[config.mk]
export PLATFORM = sky130hd
export DESIGN_NAME = ext_mem_iface_config
export DESIGN_NICKNAME = d
export VERILOG_FILES = /design/src/logic/ext_mem_pkg.sv /design/src/logic/ext_bus_sequencer.sv /design/src/logic/ext_mem_iface_config.sv
export SDC_FILE = /design/constraint.sdc
export NUM_CORES = 1
export LEC_CHECK = 0
export ABC_AREA = 1
export BUFFER_PORTS_ARGS = -buffer_cell sky130_fd_sc_hd__clkbuf_2
export CORE_ASPECT_RATIO = 1.4
export CORE_MARGIN = 10
export CORE_UTILIZATION = 52
export CTS_BUF_LIST = sky130_fd_sc_hd__clkbuf_4 sky130_fd_sc_hd__clkbuf_8
export CTS_CLUSTER_DIAMETER = 30
export DETAILED_ROUTE_END_ITERATION = 8
export GPL_ROUTABILITY_DRIVEN = 1
export PLACE_DENSITY = 0.79
export SLEW_MARGIN = 20
export SYNTH_ARGS = -nofsm -noshare
export SYNTH_HDL_FRONTEND = slang
export SYNTH_SLANG_ARGS = --single-unit
[constraint.sdc]
create_clock -name clk_i -period 3.2 [get_ports clk_i]
set_clock_uncertainty 0.15 [all_clocks]
set_input_delay 0.16 -clock clk_i [delete_from_list [all_inputs] [get_ports clk_i]]
set_output_delay 0.16 -clock clk_i [all_outputs]
set_load 0.05 [all_outputs]
[src/logic/ext_mem_pkg.sv]
// Package with register map, field layout, modes and timing for the external data memory unit.
// What this block does
// Eight-bit pointer accesses take the high address byte from the page register.
// Page value N maps eight-bit accesses onto N*256 through N*256+255.
// Pin sharing select 0 shares low address and data pins; 1 separates them.
// Map mode 00 sends every access on-chip, addresses alias into on-chip space.
// Mode 01 splits at boundary; eight-bit off-chip leaves upper address undriven.
// Software loads an off-chip page before eight-bit off-chip access in mode 01.
// Mode 10 splits at boundary; eight-bit off-chip drives page as upper byte.
// Mode 11 sends every access off-chip; on-chip RAM invisible.
// Latch strobe high and low periods each last width field plus one cycles.
// Latch strobe width matters only in multiplexed operation.
// Upper three configuration bits read zero and ignore writes.
// Multiplexed: low address while strobe high, then data during read or write strobe.
// Multiplexed: data and low address share lines, latched externally by the strobe.
// Sixteen-bit pointer decides on/off-chip and drives all sixteen address lines.
// External-only eight-bit access ignores page, drives only the low byte.
// Read and write strobes are active low and idle high.
package ext_mem_pkg;

  localparam logic [7:0] PAGE_OFFSET      = 8'haa;
  localparam logic [7:0] CONFIG_OFFSET    = 8'hb2;
  localparam logic [7:0] PAGE_RESET       = 8'h00;
  localparam logic [7:0] CONFIG_RESET     = 8'h03;
  localparam logic [7:0] CONFIG_WRITABLE  = 8'h1f;
  localparam int         PIN_SHARE_BIT    = 4;
  localparam int         MAP_MODE_LSB     = 2;
  localparam int         LATCH_WIDTH_LSB  = 0;
  localparam logic [15:0] ONCHIP_SIZE     = 16'h1000;
  localparam logic [15:0] ONCHIP_MASK     = 16'h0fff;
  localparam logic [1:0] STROBE_CYCLES    = 2'h0;

  typedef enum logic [1:0] {
    MAP_INTERNAL   = 2'b00,
    MAP_SPLIT_NOBANK = 2'b01,
    MAP_SPLIT_BANK = 2'b10,
    MAP_EXTERNAL   = 2'b11
  } map_mode_e;

  typedef struct packed {
    logic       valid;
    logic       write;
    logic       wide_ptr;
    logic [15:0] pointer;
    logic [7:0] wdata;
  } mem_req_s;

  typedef struct packed {
    logic       pin_sharing_select;
    map_mode_e  memory_map_mode;
    logic [1:0] latch_strobe_width;
  } mem_cfg_s;

  typedef enum logic [4:0] {
    ST_IDLE  = 5'b00001,
    ST_ALE_H = 5'b00010,
    ST_ALE_L = 5'b00100,
    ST_STRB  = 5'b01000,
    ST_DONE  = 5'b10000
  } bus_state_e;

endpackage

[src/logic/ext_bus_sequencer.sv]
// Off-chip bus sequencer: latch strobe phases, read and write strobes, pin drive.
`timescale 1ns/1ps
module ext_bus_sequencer (
  // Clock and reset.
  input  wire logic                    clk_i,
  input  wire logic                    sys_rst_i,
  // Request from the steering logic.
  input  wire logic                    start_i,
  input  wire logic                    write_i,
  input  wire logic                    drive_high_i,
  input  wire logic [15:0]             addr_i,
  input  wire logic [7:0]              wdata_i,
  input  wire ext_mem_pkg::mem_cfg_s   cfg_i,
  output logic                         busy_o,
  output logic                         done_o,
  output logic [7:0]                   rdata_o,
  // Pins.
  input  wire logic [7:0]              data_pin_i,
  output logic [7:0]                   data_o,
  output logic                         data_oe_o,
  output logic [7:0]                   addr_lo_o,
  output logic                         addr_lo_oe_o,
  output logic [7:0]                   addr_hi_o,
  output logic                         addr_hi_oe_o,
  output logic                         latch_strobe_o,
  output logic                         rd_n_o,
  output logic                         wr_n_o
);
  import ext_mem_pkg::*;

  bus_state_e  state_q;
  logic [1:0]  cnt_q;
  logic        write_q;
  logic        hi_q;
  logic        mux_q;
  logic        fin_q;
  logic [7:0]  data_sync1_q;
  logic [7:0]  data_sync2_q;

  // The cycle spent waiting for the synchronised read data still counts as busy.
  assign busy_o = (state_q != ST_IDLE) || fin_q;

  always_ff @(posedge clk_i or posedge sys_rst_i) begin
    if (sys_rst_i) begin
      data_sync1_q <= 8'h00;
      data_sync2_q <= 8'h00;
    end else begin
      data_sync1_q <= data_pin_i;
      data_sync2_q <= data_sync1_q;
    end
  end

  always_ff @(posedge clk_i or posedge sys_rst_i) begin
    if (sys_rst_i) begin
      state_q <= ST_IDLE;
      cnt_q   <= 2'h0;
      write_q <= 1'b0;
      hi_q    <= 1'b0;
      mux_q   <= 1'b0;
    end else begin
      case (state_q)
        ST_IDLE: begin
          if (start_i) begin
            write_q <= write_i;
            hi_q    <= drive_high_i;
            mux_q   <= ~cfg_i.pin_sharing_select;
            cnt_q   <= cfg_i.latch_strobe_width;
            state_q <= cfg_i.pin_sharing_select ? ST_STRB : ST_ALE_H;
            if (cfg_i.pin_sharing_select) begin
              cnt_q <= STROBE_CYCLES;
            end
          end
        end
        ST_ALE_H: begin
          if (cnt_q == 2'h0) begin
            cnt_q   <= cfg_i.latch_strobe_width;
            state_q <= ST_ALE_L;
          end else begin
            cnt_q <= cnt_q - 2'h1;
          end
        end
        ST_ALE_L: begin
          if (cnt_q == 2'h0) begin
            cnt_q   <= STROBE_CYCLES;
            state_q <= ST_STRB;
          end else begin
            cnt_q <= cnt_q - 2'h1;
          end
        end
        ST_STRB: begin
          if (cnt_q == 2'h0) begin
            state_q <= ST_DONE;
          end else begin
            cnt_q <= cnt_q - 2'h1;
          end
        end
        ST_DONE: state_q <= ST_IDLE;
        default: state_q <= ST_IDLE;
      endcase
    end
  end

  // Pin data taken at the end of the strobe needs two synchroniser edges, so completion
  // waits one cycle after the done state before the second flip-flop is read.
  always_ff @(posedge clk_i or posedge sys_rst_i) begin
    if (sys_rst_i) begin
      fin_q   <= 1'b0;
      rdata_o <= 8'h00;
      done_o  <= 1'b0;
    end else begin
      fin_q  <= (state_q == ST_DONE);
      done_o <= fin_q;
      if (fin_q && !write_q) begin
        rdata_o <= data_sync2_q;
      end
    end
  end

  always_ff @(posedge clk_i or posedge sys_rst_i) begin
    if (sys_rst_i) begin
      addr_lo_o      <= 8'h00;
      addr_hi_o      <= 8'h00;
      addr_lo_oe_o   <= 1'b0;
      addr_hi_oe_o   <= 1'b0;
      data_o         <= 8'h00;
      data_oe_o      <= 1'b0;
      latch_strobe_o <= 1'b0;
      rd_n_o         <= 1'b1;
      wr_n_o         <= 1'b1;
    end else begin
      if (state_q == ST_IDLE && start_i) begin
        addr_lo_o <= addr_i[7:0];
        addr_hi_o <= addr_i[15:8];
        data_o    <= cfg_i.pin_sharing_select ? wdata_i : addr_i[7:0];
      end else if (state_q == ST_ALE_L && cnt_q == 2'h0) begin
        data_o <= wdata_i;
      end
      latch_strobe_o <= (state_q == ST_IDLE && start_i && !cfg_i.pin_sharing_select)
                        || (state_q == ST_ALE_H && cnt_q != 2'h0);
      addr_lo_oe_o <= (state_q == ST_IDLE) ? (start_i && cfg_i.pin_sharing_select)
                      : (busy_o && state_q != ST_DONE && !mux_q);
      addr_hi_oe_o <= (state_q == ST_IDLE) ? (start_i && drive_high_i)
                      : (hi_q && state_q != ST_DONE);
      data_oe_o <= (state_q == ST_IDLE) ? (start_i && (!cfg_i.pin_sharing_select || write_i))
                   : (state_q != ST_DONE && (write_q || state_q == ST_ALE_H
                      || (state_q == ST_ALE_L && cnt_q != 2'h0)));
      rd_n_o <= ~(((state_q == ST_ALE_L && cnt_q == 2'h0) || (state_q == ST_IDLE && start_i
                  && cfg_i.pin_sharing_select)) && !(state_q == ST_IDLE ? write_i : write_q));
      wr_n_o <= ~(((state_q == ST_ALE_L && cnt_q == 2'h0) || (state_q == ST_IDLE && start_i
                  && cfg_i.pin_sharing_select)) && (state_q == ST_IDLE ? write_i : write_q));
    end
  end

endmodule

[src/logic/ext_mem_iface_config.sv]
// Top of the external data memory unit: registers, address steering and bus sequencer.
`timescale 1ns/1ps
module ext_mem_iface_config (
  // Clock and reset.
  input  wire logic                    clk_i,
  input  wire logic                    sys_rst_i,
  // Special function register port from the core.
  input  wire logic [7:0]              sfr_addr_i,
  input  wire logic                    sfr_wr_i,
  input  wire logic [7:0]              sfr_wdata_i,
  output logic [7:0]                   sfr_rdata_o,
  // External data move request from the core.
  input  wire ext_mem_pkg::mem_req_s   req_i,
  output logic                         req_done_o,
  output logic [7:0]                   req_rdata_o,
  // On-chip data RAM port.
  output logic                         ram_en_o,
  output logic                         ram_we_o,
  output logic [11:0]                  ram_addr_o,
  output logic [7:0]                   ram_wdata_o,
  input  wire logic [7:0]              ram_rdata_i,
  // Off-chip pins.
  input  wire logic [7:0]              data_pin_i,
  output logic [7:0]                   data_o,
  output logic                         data_oe_o,
  output logic [7:0]                   addr_lo_o,
  output logic                         addr_lo_oe_o,
  output logic [7:0]                   addr_hi_o,
  output logic                         addr_hi_oe_o,
  output logic                         latch_strobe_o,
  output logic                         rd_n_o,
  output logic                         wr_n_o
);
  import ext_mem_pkg::*;

  ////////////////////////////////////////////////////////////////////////////
  logic [7:0]  page_high_byte_q;
  logic [7:0]  ext_memory_config_q;
  mem_cfg_s    cfg;
  logic [15:0] eff_addr;
  logic        off_chip;
  logic        drive_high;
  logic        ram_pend_q;
  logic        bus_busy;
  logic        bus_done;
  logic [7:0]  bus_rdata;

  always_ff @(posedge clk_i or posedge sys_rst_i) begin
    if (sys_rst_i) begin
      page_high_byte_q    <= PAGE_RESET;
      ext_memory_config_q <= CONFIG_RESET;
    end else if (sfr_wr_i) begin
      if (sfr_addr_i == PAGE_OFFSET) begin
        page_high_byte_q <= sfr_wdata_i;
      end
      if (sfr_addr_i == CONFIG_OFFSET) begin
        ext_memory_config_q <= sfr_wdata_i & CONFIG_WRITABLE;
      end
    end
  end

  always_comb begin
    case (sfr_addr_i)
      PAGE_OFFSET:   sfr_rdata_o = page_high_byte_q;
      CONFIG_OFFSET: sfr_rdata_o = ext_memory_config_q;
      default:       sfr_rdata_o = 8'h00;
    endcase
  end

  assign cfg.pin_sharing_select = ext_memory_config_q[PIN_SHARE_BIT];
  assign cfg.memory_map_mode    = map_mode_e'(ext_memory_config_q[MAP_MODE_LSB +: 2]);
  assign cfg.latch_strobe_width = ext_memory_config_q[LATCH_WIDTH_LSB +: 2];

  ////////////////////////////////////////////////////////////////////////////
  // Effective address: the page register supplies the high byte of narrow pointers.
  assign eff_addr = req_i.wide_ptr ? req_i.pointer
                    : {page_high_byte_q, req_i.pointer[7:0]};

  always_comb begin
    case (cfg.memory_map_mode)
      MAP_INTERNAL:     off_chip = 1'b0;
      MAP_SPLIT_NOBANK: off_chip = (eff_addr >= ONCHIP_SIZE);
      MAP_SPLIT_BANK:   off_chip = (eff_addr >= ONCHIP_SIZE);
      MAP_EXTERNAL:     off_chip = 1'b1;
      default:          off_chip = 1'b0;
    endcase
  end

  always_comb begin
    case (cfg.memory_map_mode)
      MAP_SPLIT_BANK: drive_high = 1'b1;
      default:        drive_high = req_i.wide_ptr;
    endcase
  end

  ////////////////////////////////////////////////////////////////////////////
  // On-chip path answers two cycles after the request.
  assign ram_en_o    = req_i.valid && !off_chip && !bus_busy && !ram_pend_q;
  assign ram_we_o    = req_i.write;
  assign ram_addr_o  = eff_addr[11:0] & ONCHIP_MASK[11:0];
  assign ram_wdata_o = req_i.wdata;

  always_ff @(posedge clk_i or posedge sys_rst_i) begin
    if (sys_rst_i) begin
      ram_pend_q <= 1'b0;
    end else begin
      ram_pend_q <= ram_en_o;
    end
  end

  always_ff @(posedge clk_i or posedge sys_rst_i) begin
    if (sys_rst_i) begin
      req_rdata_o <= 8'h00;
      req_done_o  <= 1'b0;
    end else begin
      req_done_o <= ram_pend_q || bus_done;
      if (ram_pend_q) begin
        req_rdata_o <= ram_rdata_i;
      end else if (bus_done) begin
        req_rdata_o <= bus_rdata;
      end
    end
  end

  ext_bus_sequencer u_seq (
    .clk_i          (clk_i),
    .sys_rst_i      (sys_rst_i),
    .start_i        (req_i.valid && off_chip && !bus_busy && !bus_done && !ram_pend_q),
    .write_i        (req_i.write),
    .drive_high_i   (drive_high),
    .addr_i         (eff_addr),
    .wdata_i        (req_i.wdata),
    .cfg_i          (cfg),
    .busy_o         (bus_busy),
    .done_o         (bus_done),
    .rdata_o        (bus_rdata),
    .data_pin_i     (data_pin_i),
    .data_o         (data_o),
    .data_oe_o      (data_oe_o),
    .addr_lo_o      (addr_lo_o),
    .addr_lo_oe_o   (addr_lo_oe_o),
    .addr_hi_o      (addr_hi_o),
    .addr_hi_oe_o   (addr_hi_oe_o),
    .latch_strobe_o (latch_strobe_o),
    .rd_n_o         (rd_n_o),
    .wr_n_o         (wr_n_o)
  );

endmodule

==> metrics list, run 1 <==
- Status: finished, final reports clean
- Detailed placement finished with a half-perimeter wire length of 7850 um.
* Part of the Yosys area used for sequential elements: 56.3%
- Io pins: 131
* Number of global-route vias before repair: 3805
- Total die area: 0.0116 mm^2
* Total non-filler cell area in the finished layout: 0.00523 mm^2
- Avg Inst Size Synth: 8.98 um^2
* Die width: 93.8 um
* Total placed instance area: 0.00455 mm^2
* TritonCTS clock tree: yes
- After detailed routing, the average wire length per cell comes to 15.5 um.
* Data required time at the worst endpoint: 3.30 ns
* Buffers on Ports: 130
* Count of inserted antenna diode cells: 0
- The longest clock path from root to sink contains 2 buffers.
- Setup repair after global routing missed its margin: false
- Critical Path Fanout Max: 28
- The first detailed-routing pass took 4 iterations.
* Residual antenna-violating net count after detailed routing: 0
- In this run the most critical hold path is launched from req_i[26].
- Total number of placement rows: 37
- Pin count of the biggest net entering global routing: 42
- Number of antenna violations at the first check in global routing: 0
- Worst slew pin tran: 0.840 ns
- Global routing used 19.1% of the available tracks across all layers.
* 1st-iter DRT viols: 216
- Achievable Freq: 422 MHz
- Global routing finished with a remaining overflow of 0.
- Cell chosen for the clock root: sky130_fd_sc_hd__clkbuf_8
- The largest individual stage delay along the critical path comes from the cell sky130_fd_sc_hd__dfstp_2.
- Critical Path Max Stage Delay: 0.54 ns
- The worst setup path is of the reg -> reg kind.
- Across all setup checks in the final design, the least slack found is 0.830 ns.
- After clock tree synthesis, the clock-pin slew on the worst setup and hold paths is 0.09 ns.
- The synthesized netlist contains 29 unique library cells.
* CORE AREA: 0.00741 mm^2
- Compared with the post-synthesis result, the final layout area differs by 31.7%.
* Final GP Congestion: 0.855
- Synthesis produced a netlist with a net count of 510.
- Final cycle utilization of the critical path: 74.1%
- Among the stages of the critical path, the cell type that occurs most often is sky130_fd_sc_hd__inv_1.
- In this run the number of H-tree levels came out at 3.
- Worst flop-to-flop path startpoint: u_seq.state_q[0]
- Worst setup slack after placement: 0.856 ns
- The max-slew violation count is 0.
* Floorplan die height: 123 um
- Walking the worst path, the cells encountered are inv_1 -> nor2_1 -> nand3_2 -> nor3_4 -> nand2_4 -> clkinv_2 -> nand2_1 -> o21ai_0 -> inv_1.
- For this design the static power due to leakage is 2.90 nW.
- Element type at the critical path end: flip-flop
- Post-Route WL: 10900 um
- Adding up every negative setup slack in the final design gives 0 ns.
- Endpoints failing hold: 0
- Synthesis handed over a netlist of 442 instances.
* Slew headroom: 43.8%
* Number of nets in the layout: 669
* Max Cap Violations: 0
- Overall via count from detail_route: 3564
* DRC errors left: 0
- Setup violations remaining at the end of the flow were counted as 0.
- Arrival @ worst endpoint: 2.47 ns
- Routed via count divided by cell count: 5.07
- The Yosys step of the flow raised 0 warnings.
- Clock sink total: 89
* Min Clock Period, post-route: 2.37 ns
- Minimum hold slack: 0.0218 ns
- Counting the buffers created by CTS gives 9.
- Mapped Area: 0.00397 mm^2
- The most critical setup path has its startpoint at u_seq.state_q[0].
- In this run the power density over the cells is 878 mW/mm^2.
- Once the floorplan was initialized, standard cells occupied 53.6% of the core.
- The worst-case IR drop observed on VDD is 0.633 mV.
* Global-route wire length before repair: 17800 um
* Clock Latency Late Sink: 0.36 ns
- In this run, synthesis produced a sequential element count of 89.
* Worst hold path class: in -> reg
- The worst setup path is launched from a flip-flop.
- The post-route netlist has 28.5% of its cells at a drive strength greater than 1.
## layout by cell type (no fill, tap or decap), types with 5 or more instances in the layout
cell type / Yosys / layout
sky130_fd_sc_hd__nor2_1: 20 / 20
sky130_fd_sc_hd__a21oi_1: 8 / 8
sky130_fd_sc_hd__o21ai_0: 20 / 20
sky130_fd_sc_hd__o21ai_1: 9 / 9
sky130_fd_sc_hd__clkbuf_2: 0 / 130
sky130_fd_sc_hd__ha_1: 6 / 6
sky130_fd_sc_hd__nand2_1: 134 / 134
sky130_fd_sc_hd__nand4_1: 13 / 13
sky130_fd_sc_hd__o22ai_1: 5 / 5
sky130_fd_sc_hd__inv_1: 56 / 55
sky130_fd_sc_hd__clkbuf_8: 0 / 9
sky130_fd_sc_hd__dlygate4sd3_1: 0 / 45
sky130_fd_sc_hd__dfrtp_1: 84 / 84
sky130_fd_sc_hd__mux2_2: 8 / 8
sky130_fd_sc_hd__nand3_1: 26 / 26
sky130_fd_sc_hd__dfstp_2: 5 / 5
## where the power goes
part	switching (mW)	internal, mW
clock	0.403	0.445
combinational	1.58	0.493
sequential	0.194	1.48
total	2.18	2.42
## cells in the mapped netlist
master / count / area share (%)
sky130_fd_sc_hd__buf_2: 4 / 0.50
sky130_fd_sc_hd__nand3_2: 1 / 0.25
sky130_fd_sc_hd__nand3b_1: 2 / 0.38
sky130_fd_sc_hd__ha_1: 6 / 1.9
sky130_fd_sc_hd__nor4_1: 2 / 0.32
sky130_fd_sc_hd__nand3_1: 26 / 3.3
sky130_fd_sc_hd__a21oi_4: 1 / 0.41
sky130_fd_sc_hd__dfrtp_1: 84 / 53
sky130_fd_sc_hd__nor3_4: 1 / 0.41
sky130_fd_sc_hd__nand4_1: 13 / 2.0
sky130_fd_sc_hd__inv_1: 56 / 5.3
sky130_fd_sc_hd__clkbuf_1: 2 / 0.19
sky130_fd_sc_hd__a21oi_1: 8 / 1.0
sky130_fd_sc_hd__nand2_2: 3 / 0.47
sky130_fd_sc_hd__buf_4: 22 / 4.2
sky130_fd_sc_hd__inv_2: 1 / 0.094
sky130_fd_sc_hd__dfstp_2: 5 / 3.3
sky130_fd_sc_hd__clkinv_2: 1 / 0.13
sky130_fd_sc_hd__nor2_1: 20 / 1.9
sky130_fd_sc_hd__o22ai_1: 5 / 0.79
sky130_fd_sc_hd__buf_6: 1 / 0.28
sky130_fd_sc_hd__nor3_1: 2 / 0.25
sky130_fd_sc_hd__o21ai_0: 20 / 2.5
sky130_fd_sc_hd__nand2_1: 134 / 13
sky130_fd_sc_hd__o211ai_1: 2 / 0.38
sky130_fd_sc_hd__or2_2: 1 / 0.16
sky130_fd_sc_hd__nand2_4: 2 / 0.57
sky130_fd_sc_hd__o21ai_1: 9 / 1.1
sky130_fd_sc_hd__mux2_2: 8 / 2.3
## state kept, by name, indices dropped and copies added (netlist names), 5 cells and up
signal,flops
u_seq.state_q,5
req_rdata_o,8
page_high_byte_q,8
u_seq.data_sync1_q,8
ext_memory_config_q,5
u_seq.addr_hi_o,8
u_seq.rdata_o,8
u_seq.addr_lo_o,8
u_seq.data_sync2_q,8
u_seq.data_o,8
## path summary, 6_finish.rpt
| kind | end | slack, ns | depth (start not counted) |
|---|---|---|---|
| min reg2reg | u_seq.data_sync2_q[6] | 0.20 | 0 |
| max | u_seq.mux_q | 0.83 | 9 |
| min in group asynchronous | u_seq.addr_lo_o[5] | 0.26 | 3 |
| max in group asynchronous | ext_memory_config_q[1] | 1.85 | 4 |
| max reg2reg | u_seq.mux_q | 0.83 | 9 |
| min | ram_pend_q | 0.02 | 3 |
## worst max-delay path, delay by kind of cell, from the launching register on
family	cells	cell delay [ns]
buffers and inverters	3	0.35
AO/OA/AOI/OAI	1	0.10
flip-flops	1	0.54
AND/OR/NAND/NOR	5	1.11
## routing by layer
layer | vias to the layer above | wire length (um) | global-route usage, %
met4 | 0 | 356 | 9.62
met3 | 35 | 802 | 5.82
li1 | 1703 | - | -
met1 | 1670 | 4230 | 20.8
met2 | 156 | 5500 | 32.9
met5 | - | 0 | 0
## cell families (layout without fill, tap and decap cells)
logic type / Yosys count / in the layout / share of synthesized area (%)
buffers and inverters: 87 / 251 / 10.7
adder cells (fa/ha/maj): 6 / 6 / 1.89
AO/OA/AOI/OAI: 45 / 45 / 6.24
multiplexers: 8 / 8 / 2.27
flip-flops: 89 / 89 / 56.3
AND/OR/NAND/NOR: 207 / 207 / 22.7
## metrics by stage
step / instances / utilization, % / total power, mW
after floorplan: 442 / - / 3.21
after detailed placement: 642 / 61.5 / 3.71
after CTS: 703 / 70.6 / 4.61
final: 703 / 70.6 / 4.59
after global placement: 642 / 61.5 / 3.65
after global routing: 703 / 70.6 / 4.84
## what timing repair did
action	CTS	global route
gates resized for setup	0	0
hold endpoints to repair	87	0
buffers inserted	0	0
hold buffers	45	0
## layout make-up
cell class / instances / area (um^2)
timing repair buffer: 177 / 1120
clock inverter: 7 / 100
fill: 560 / 2180
sequential: 89 / 2230
inverter: 58 / 220
multi-input combinational: 266 / 1310
clock buffer: 9 / 124
tap: 97 / 121
No activity file was read; power rests on OpenSTA's default activity.
==> inputs of run 2 (changes only) <==
==> constraint.sdc (replaced) <==
create_clock -name clk_i -period 2.35 [get_ports clk_i]
set_clock_uncertainty 0.15 [all_clocks]
set_input_delay 0.1175 -clock clk_i [delete_from_list [all_inputs] [get_ports clk_i]]
set_output_delay 0.1175 -clock clk_i [all_outputs]
set_load 0.05 [all_outputs]
==> metrics list, run 2 (synthesis gave the netlist of run 1 again) <==
* Critical-path cell list: dlygate4sd3_1 -> clkbuf_2 -> nand2_1 -> nand2_1 -> nor2_1 -> nand2_1 -> nand2_2 -> a21oi_4 -> nor3_2 -> clkbuf_2 (was inv_1 -> nor2_1 -> nand3_2 -> nor3_4 -> nand2_4 -> clkinv_2 -> nand2_1 -> o21ai_0 -> inv_1)
- The initial cell density of the core was 53.6% (unchanged).
- The count of standard-cell rows was 37 (unchanged).
- The critical path launch point type was an input port (was flip-flop).
- Final cycle utilization of the critical path: 95.2%
- Number of antenna violations at the first check in global routing: 1 (was 0)
- The die outline width was 93.8 um (unchanged).
- The power per unit of standard cell area was 1210 mW/mm^2 (was 878 mW/mm^2).
- The endpoint of the most critical setup path was ram_en_o (was u_seq.mux_q).
- 1st-iter DRT viols: 298 (was 216)
- The startpoint of the most critical setup path is req_i[21] (was u_seq.state_q[0]).
* Max Cap Violations: 0 (unchanged)
- Wirelength per Cell: 15.4 um (was 15.5 um)
* Routed via count divided by cell count: 4.99 (was 5.07)
- Worst flop-to-flop path startpoint: ext_memory_config_q[3] (was u_seq.state_q[0])
* Worst hold path class: in -> reg (unchanged)
* Met2 WL post-DR: 5760 um (was 5500 um)
* CP dominant cell by count: sky130_fd_sc_hd__nand2_1 (was sky130_fd_sc_hd__inv_1)
- Critical Path Fanout Max: 10 (was 28)
- Ratio of cells with drive above 1 in the final layout: 28.9% (was 28.5%)
- DRC errors left: 0 (unchanged)
- Commonest non-fill, non-tap cell in the layout: sky130_fd_sc_hd__nand2_1 (unchanged)
- The cell area reported after detailed placement is 0.00458 mm^2 (was 0.00455 mm^2).
* Detailed Routing Iterations Pass 1: 4 (unchanged)
- The placer's final routability congestion estimate is 0.822 (was 0.855).
- For this run, the top clock speed supported by timing is 447 MHz.
* TritonCTS clock tree: yes (unchanged)
* Worst slew pin tran: 0.573 ns (was 0.840 ns)
- The category of the worst setup path capture point was an output pin (was flip-flop).
- The clock network latency to the later pin of the worst-skew pair was 0.36 ns (about the same).
- Count of final max-slew check failures: 0 (unchanged)
- The maximum clock path buffer count is 2 (unchanged).
- Total setup violations reported at the end of the flow: 0 (unchanged)
- Arrival @ worst endpoint: 1.97 ns (was 2.47 ns)
- GRT Resource Usage Total: 19.2% (was 19.1%)
- The count of antenna-violating nets left after detailed routing is 0 (unchanged).
- Buffers on Ports: 130 (unchanged)
- Clock-pin slew reported for the worst setup and hold paths after clock tree synthesis: 0.08 ns (was 0.09 ns)
- The summed area of non-filler cells in the final layout came to 0.00538 mm^2 (was 0.00523 mm^2).
* Area growth, synth to finish: 35.4% (was 31.7%)
- The via count of the routed design is 3553 (was 3564).
- The headroom to the max-slew limit is 61.7% (was 43.8%).
- Min Clock Period, post-route: 2.24 ns
- Number of buffer and inverter stages on the critical path: 3 (unchanged)
* Number of nets in the layout: 676 (was 669)
- CORE AREA: 0.00741 mm^2 (unchanged)
* Minimum hold slack: 0.0206 ns (was 0.0218 ns)
- The number of cells on the worst reg-to-reg path came to 9 (unchanged).
* Status: finished, final reports clean (unchanged)
* Cell chosen for the clock root: sky130_fd_sc_hd__clkbuf_8 (unchanged)
- The class of the most critical setup path was in -> out (was reg -> reg).
- The top layer reached by signal wires was met4 (unchanged).
- The leakage power summed over all cells was 2.97 nW (was 2.90 nW).
- The clock sink total was 89 (unchanged).
* Reg-to-Reg End: u_seq.mux_q (unchanged)
* Peak VDD IR: 0.616 mV (was 0.633 mV)
- The pin count of the biggest net entering global routing is 90 (was 42).
- Setup repair after global routing missed its margin: false (unchanged).
- Io pins: 131 (unchanged)
- Most frequent cells in the layout: sky130_fd_sc_hd__nand2_1 (134), sky130_fd_sc_hd__clkbuf_2 (130), sky130_fd_sc_hd__dfrtp_1 (84), sky130_fd_sc_hd__inv_1 (55), sky130_fd_sc_hd__dlygate4sd3_1 (49) (was sky130_fd_sc_hd__nand2_1 (134), sky130_fd_sc_hd__clkbuf_2 (130), sky130_fd_sc_hd__dfrtp_1 (84), sky130_fd_sc_hd__inv_1 (55), sky130_fd_sc_hd__dlygate4sd3_1 (45))
- The post-detailed-routing wire length was 11000 um (was 10900 um).
- The via count of the first global-routing pass was 3805 (unchanged).
- Logic depth of the worst setup path including buffers: 10 (was 9)
- The wire length on met3 is 781 um (was 802 um).
- Min-Delay Path Depth: 5 (was 3)
- The first-pass GRT wire length came to 17900 um (was 17800 um).
* Data required time at the worst endpoint: 2.08 ns (was 3.30 ns)
- The HPWL after detailed placement came to 7650 um (was 7850 um).
- The clock buffer count from CTS came to 9 (unchanged).
- The accumulated negative setup slack came to 0 ns (unchanged).
- Critical Path Max Stage Delay: 0.56 ns (was 0.54 ns)
- Largest delay share family, worst path: buffers and inverters (was simple AND/OR/NAND/NOR gates)
- Endpoints failing hold: 0 (unchanged)
- The wire length on met1 came to 4160 um (was 4230 um).
- Global-route congestion overflow total: 0 (unchanged)
- H-tree levels: 3 (unchanged)
- Worst-case register-to-register setup slack: 0.22 ns (was 0.83 ns)
* Total die area: 0.0116 mm^2 (unchanged)
- Floorplan die height: 123 um (unchanged)
- Cell with the largest stage delay on the worst path: sky130_fd_sc_hd__dlygate4sd3_1 (was sky130_fd_sc_hd__dfstp_2)
[run 2: area by class of cell]
cell class	count	area, um^2
Tap cell	97	121
Sequential cell	89	2230
Multi-Input combinational cell	266	1330
Antenna cell	2	5.00
Clock inverter	6	138
Inverter	58	223
Timing Repair Buffer	184	1190
Clock buffer	10	138
Fill cell	543	2030
[run 2: worst min-delay path by stage]
stage	start	end
after floorplan	data_pin_i[0]	u_seq.data_sync1_q[0]
after global placement	data_pin_i[5]	u_seq.data_sync1_q[5]
after detailed placement	data_pin_i[5]	u_seq.data_sync1_q[5]
after CTS	req_i[17]	u_seq.addr_hi_o[1]
after global routing	req_i[17]	u_seq.addr_hi_o[1]
final	req_i[17]	u_seq.addr_hi_o[1]
[run 2: metal layers]
layer | up-vias | track usage, %
met1 | 1669 | 20.8
met4 | 0 | 9.62
li1 | 1720 | -
met2 | 140 | 33.9
met3 | 24 | 4.61
met5 | - | 0
[run 2: power breakdown]
group          total [mW]  leakage, nW  internal (mW)  switching, mW
Combinational        2.83         1.77          0.697           2.14
Clock                1.40        0.137          0.848          0.555
Sequential           2.27         1.06           2.01          0.262
[run 2: timing repair]
action / 4_1_cts / 5_1_grt
setup buffers: 0 / 2
hold buffers: 49 / 0
endpoints found under the hold margin: 140 / 0
gates resized for setup: 0 / 1
endpoints found under the setup margin: 0 / 2
[run 2: metrics by stage]
stage / total power, mW / util (%) / cells / setup slack, ns
2_1_floorplan: 4.37 / - / 442 / 0.469
3_3_place_gp: 4.97 / 61.9 / 643 / 0.207
3_5_place_dp: 5.05 / 61.9 / 643 / 0.172
4_1_cts: 6.52 / 72.2 / 708 / 0.163
5_1_grt: 6.86 / 72.6 / 711 / 0.0368
6_report: 6.51 / 72.6 / 712 / 0.112
[run 2: worst register-to-register path, cell delays in order (launching register included)]
cell and delay, ns:
sky130_fd_sc_hd__dfrtp_1 0.39, sky130_fd_sc_hd__inv_1 0.08, sky130_fd_sc_hd__ha_1 0.29, sky130_fd_sc_hd__nand2_2 0.08
sky130_fd_sc_hd__a21oi_4 0.37, sky130_fd_sc_hd__nand2_8 0.22, sky130_fd_sc_hd__clkinv_2 0.20, sky130_fd_sc_hd__nand2_1 0.12
sky130_fd_sc_hd__o21ai_0 0.09, sky130_fd_sc_hd__inv_1 0.05
==> inputs of run 3 (changes only) <==
--- a/config.mk
+++ b/config.mk
@@ -7,14 +7,15 @@
 export LEC_CHECK = 0
 export ABC_AREA = 1
 export BUFFER_PORTS_ARGS = -buffer_cell sky130_fd_sc_hd__clkbuf_2
-export CORE_ASPECT_RATIO = 1.4
 export CORE_MARGIN = 10
 export CORE_UTILIZATION = 52
 export CTS_BUF_LIST = sky130_fd_sc_hd__clkbuf_4 sky130_fd_sc_hd__clkbuf_8
 export CTS_CLUSTER_DIAMETER = 30
+export CTS_CLUSTER_SIZE = 8
 export DETAILED_ROUTE_END_ITERATION = 8
 export GPL_ROUTABILITY_DRIVEN = 1
 export PLACE_DENSITY = 0.79
+export RECOVER_POWER = 50
 export SLEW_MARGIN = 20
 export SYNTH_ARGS = -nofsm -noshare
 export SYNTH_HDL_FRONTEND = slang
==> metrics list, run 3 (synthesis gave the netlist of run 1 again) <==
- Worst slew pin tran: 1.15 ns (was 0.573 ns)
* Commonest non-fill, non-tap cell in the layout: sky130_fd_sc_hd__nand2_1 (unchanged)
- The die outline area is 0.0115 mm^2 (was 0.0116 mm^2).
* Critical Path Fanout Max: 9 (was 10)
- The worst voltage drop across the vdd grid was 0.952 mV (was 0.616 mV).
- The detail-routed via count per cell came to 5.00 (was 4.99).
* Global-route congestion overflow total: 0 (unchanged)
* Power density normalized to cell area: 1150 mW/mm^2 (was 1210 mW/mm^2)
- The busiest layer in global routing is met2 (unchanged).
- Count of final max-slew check failures: 0 (unchanged)
- Count of inserted antenna diode cells: 0 (was 2)
* Slew headroom: 23.3% (was 61.7%)
* Overall via count from detail_route: 3556 (was 3553)
- Global-route wire length before repair: 18300 um (was 17900 um)
- Initial standard-cell utilization of the core: 54.2% (was 53.6%)
- Sum of negative setup slack: 0 ns (unchanged)
- Post-route total power: 6.02 mW (was 6.51 mW)
* 1st-iter DRT viols: 245 (was 298)
* Number of antenna violations at the first check in global routing: 0 (was 1)
- The die outline width was 107 um (was 93.8 um).
- Achievable Freq: 465 MHz (was 447 MHz)
- Fraction of met2 tracks used by global routing: 33.6% (was 33.9%)
- Worst hold path class: in -> reg (unchanged)
- The total of max-cap violations was 0 (unchanged).
* Clock Latency Late Sink: 0.34 ns (was 0.36 ns)
- Detailed Routing Iterations Pass 1: 5 (was 4)
- TritonCTS clock tree: yes (unchanged)
* Buffers on Ports: 130 (unchanged)
- The share of cells above drive strength 1 is 26.8% (was 28.9%).
* Floorplan die height: 107 um (was 123 um)
* Final GP Congestion: 0.881 (was 0.822)
- Endpoints failing hold: 0 (unchanged)
* Post-Route WL: 11000 um (about the same)
* Fin util: 71.3% (was 72.6%)
* Wirelength per Cell: 15.5 um (was 15.4 um)
- Data required time at the worst endpoint: 2.08 ns (about the same)
- CORE AREA: 0.00733 mm^2 (was 0.00741 mm^2)
- Element type at the critical path end: output pin (unchanged)
* Status: finished, final reports clean (unchanged)
- The final period demand of the worst path came to 2.15 ns (was 2.24 ns).
* H-tree levels: 3 (unchanged)
- The HPWL after detailed placement came to 7780 um (was 7650 um).
- Final cycle utilization of the critical path: 91.6% (was 95.2%)
- The data arrival time of the worst path was 1.88 ns (was 1.97 ns).
- Setup repair after global routing missed its margin: false (unchanged).
- Most frequent cells in the layout: sky130_fd_sc_hd__nand2_1 (134), sky130_fd_sc_hd__clkbuf_2 (117), sky130_fd_sc_hd__dfrtp_1 (84), sky130_fd_sc_hd__inv_1 (55), sky130_fd_sc_hd__dlygate4sd3_1 (48) (was sky130_fd_sc_hd__nand2_1 (134), sky130_fd_sc_hd__clkbuf_2 (130), sky130_fd_sc_hd__dfrtp_1 (84), sky130_fd_sc_hd__inv_1 (55), sky130_fd_sc_hd__dlygate4sd3_1 (49)).
* Residual antenna-violating net count after detailed routing: 0 (unchanged)
- The critical path launch point type was a flip-flop (was input port).
- Io pins: 131 (unchanged)
- The worst hold margin was 0.0207 ns (was 0.0206 ns).
- GR met1 Demand/Resource: 21.5% (was 20.8%)
* Cell chosen for the clock root: sky130_fd_sc_hd__clkbuf_8 (unchanged)
* Clock sink total: 89 (unchanged)
- The clock-pin slew on the worst setup and hold paths came to 0.09 ns (was 0.08 ns).
* Leak: 2.87 nW (was 2.97 nW)
- Number of placed instances, taps included: 646 (was 643)
- The total global routing track utilization is 19.6% (was 19.2%).
- The class of the most critical setup path is reg -> out (was in -> out).
* Global routing usage on met3: 6.65% (was 4.61%)
- Clk buf depth: 2 (unchanged)
- Area growth, synth to finish: 31.7% (was 35.4%)
- The filler-free cell count of the finished design came to 711 (was 712).
* Total setup violations reported at the end of the flow: 0 (unchanged)
* DRC errors left: 0 (unchanged)
- The clock buffer count from CTS came to 9 (unchanged).
- Total number of placement rows: 31 (was 37)
- The via count of the first global-routing pass was 3783 (was 3805).
* Pin count of the biggest net entering global routing: 90 (unchanged)
- The number of nets at the end of the flow was 675 (was 676).
[run 3: worst paths after layout]
path	start	endpoint	slack, ns	depth (start not counted)
worst min-delay path	req_i[23]	u_seq.addr_hi_o[7]	0.02	5
max in group asynchronous	sys_rst_i	u_seq.state_q[1]	0.75	4
worst max register to register	u_seq.state_q[0]	u_seq.rd_n_o	0.26	9
worst min register to register	u_seq.data_sync1_q[6]	u_seq.data_sync2_q[6]	0.21	0
min in group asynchronous	sys_rst_i	u_seq.latch_strobe_o	0.60	4
worst max-delay path	ext_memory_config_q[3]	ram_en_o	0.20	7
[run 3: power by group]
group / internal [mW] / leakage, nW / switching, mW
combinational: 0.666 / 1.72 / 2.13
sequential: 2.01 / 1.06 / 0.268
clock: 0.392 / 0.0900 / 0.555
[run 3: worst max-delay path: stages, from the launching register on]
cell and delay [ns]:
sky130_fd_sc_hd__dfrtp_1 0.42, sky130_fd_sc_hd__inv_1 0.11, sky130_fd_sc_hd__ha_1 0.24, sky130_fd_sc_hd__nand2_2 0.10, sky130_fd_sc_hd__a21oi_4 0.07, sky130_fd_sc_hd__buf_4 0.17, sky130_fd_sc_hd__nor3_2 0.13, sky130_fd_sc_hd__buf_2 0.30
[run 3: layout make-up]
type                            count  area (um^2)
Sequential cell                    89         2230
Timing Repair Buffer              183         1150
Clock buffer                        9          124
Multi-Input combinational cell    266         1320
Clock inverter                      7         52.6
Fill cell                         565         2100
Inverter                           58          223
Tap cell                           99          124
[run 3: what timing repair did]
action	4_1_cts	5_1_grt
setup buffers	0	1
hold buffers	48	0
endpoints found under the setup margin	0	2
gates resized for setup	0	1
hold endpoints to repair	137	0
[run 3: routing by layer]
metal,up-vias,routed length [um],part of all wire (%)
met3,27,940,8.6
met1,1666,4250,39
li1,1714,-,-
met2,149,5540,50
met5,-,0,0
met4,0,268,2.4
[run 3: stage by stage]
stage | instance area (um^2) | worst slack (ns)
floorplan | 3980 | 0.469
global placement | 4590 | 0.337
detailed placement | 4590 | 0.257
CTS | 5250 | 0.154
global route | 5230 | 0.0144
finish | 5230 | 0.199
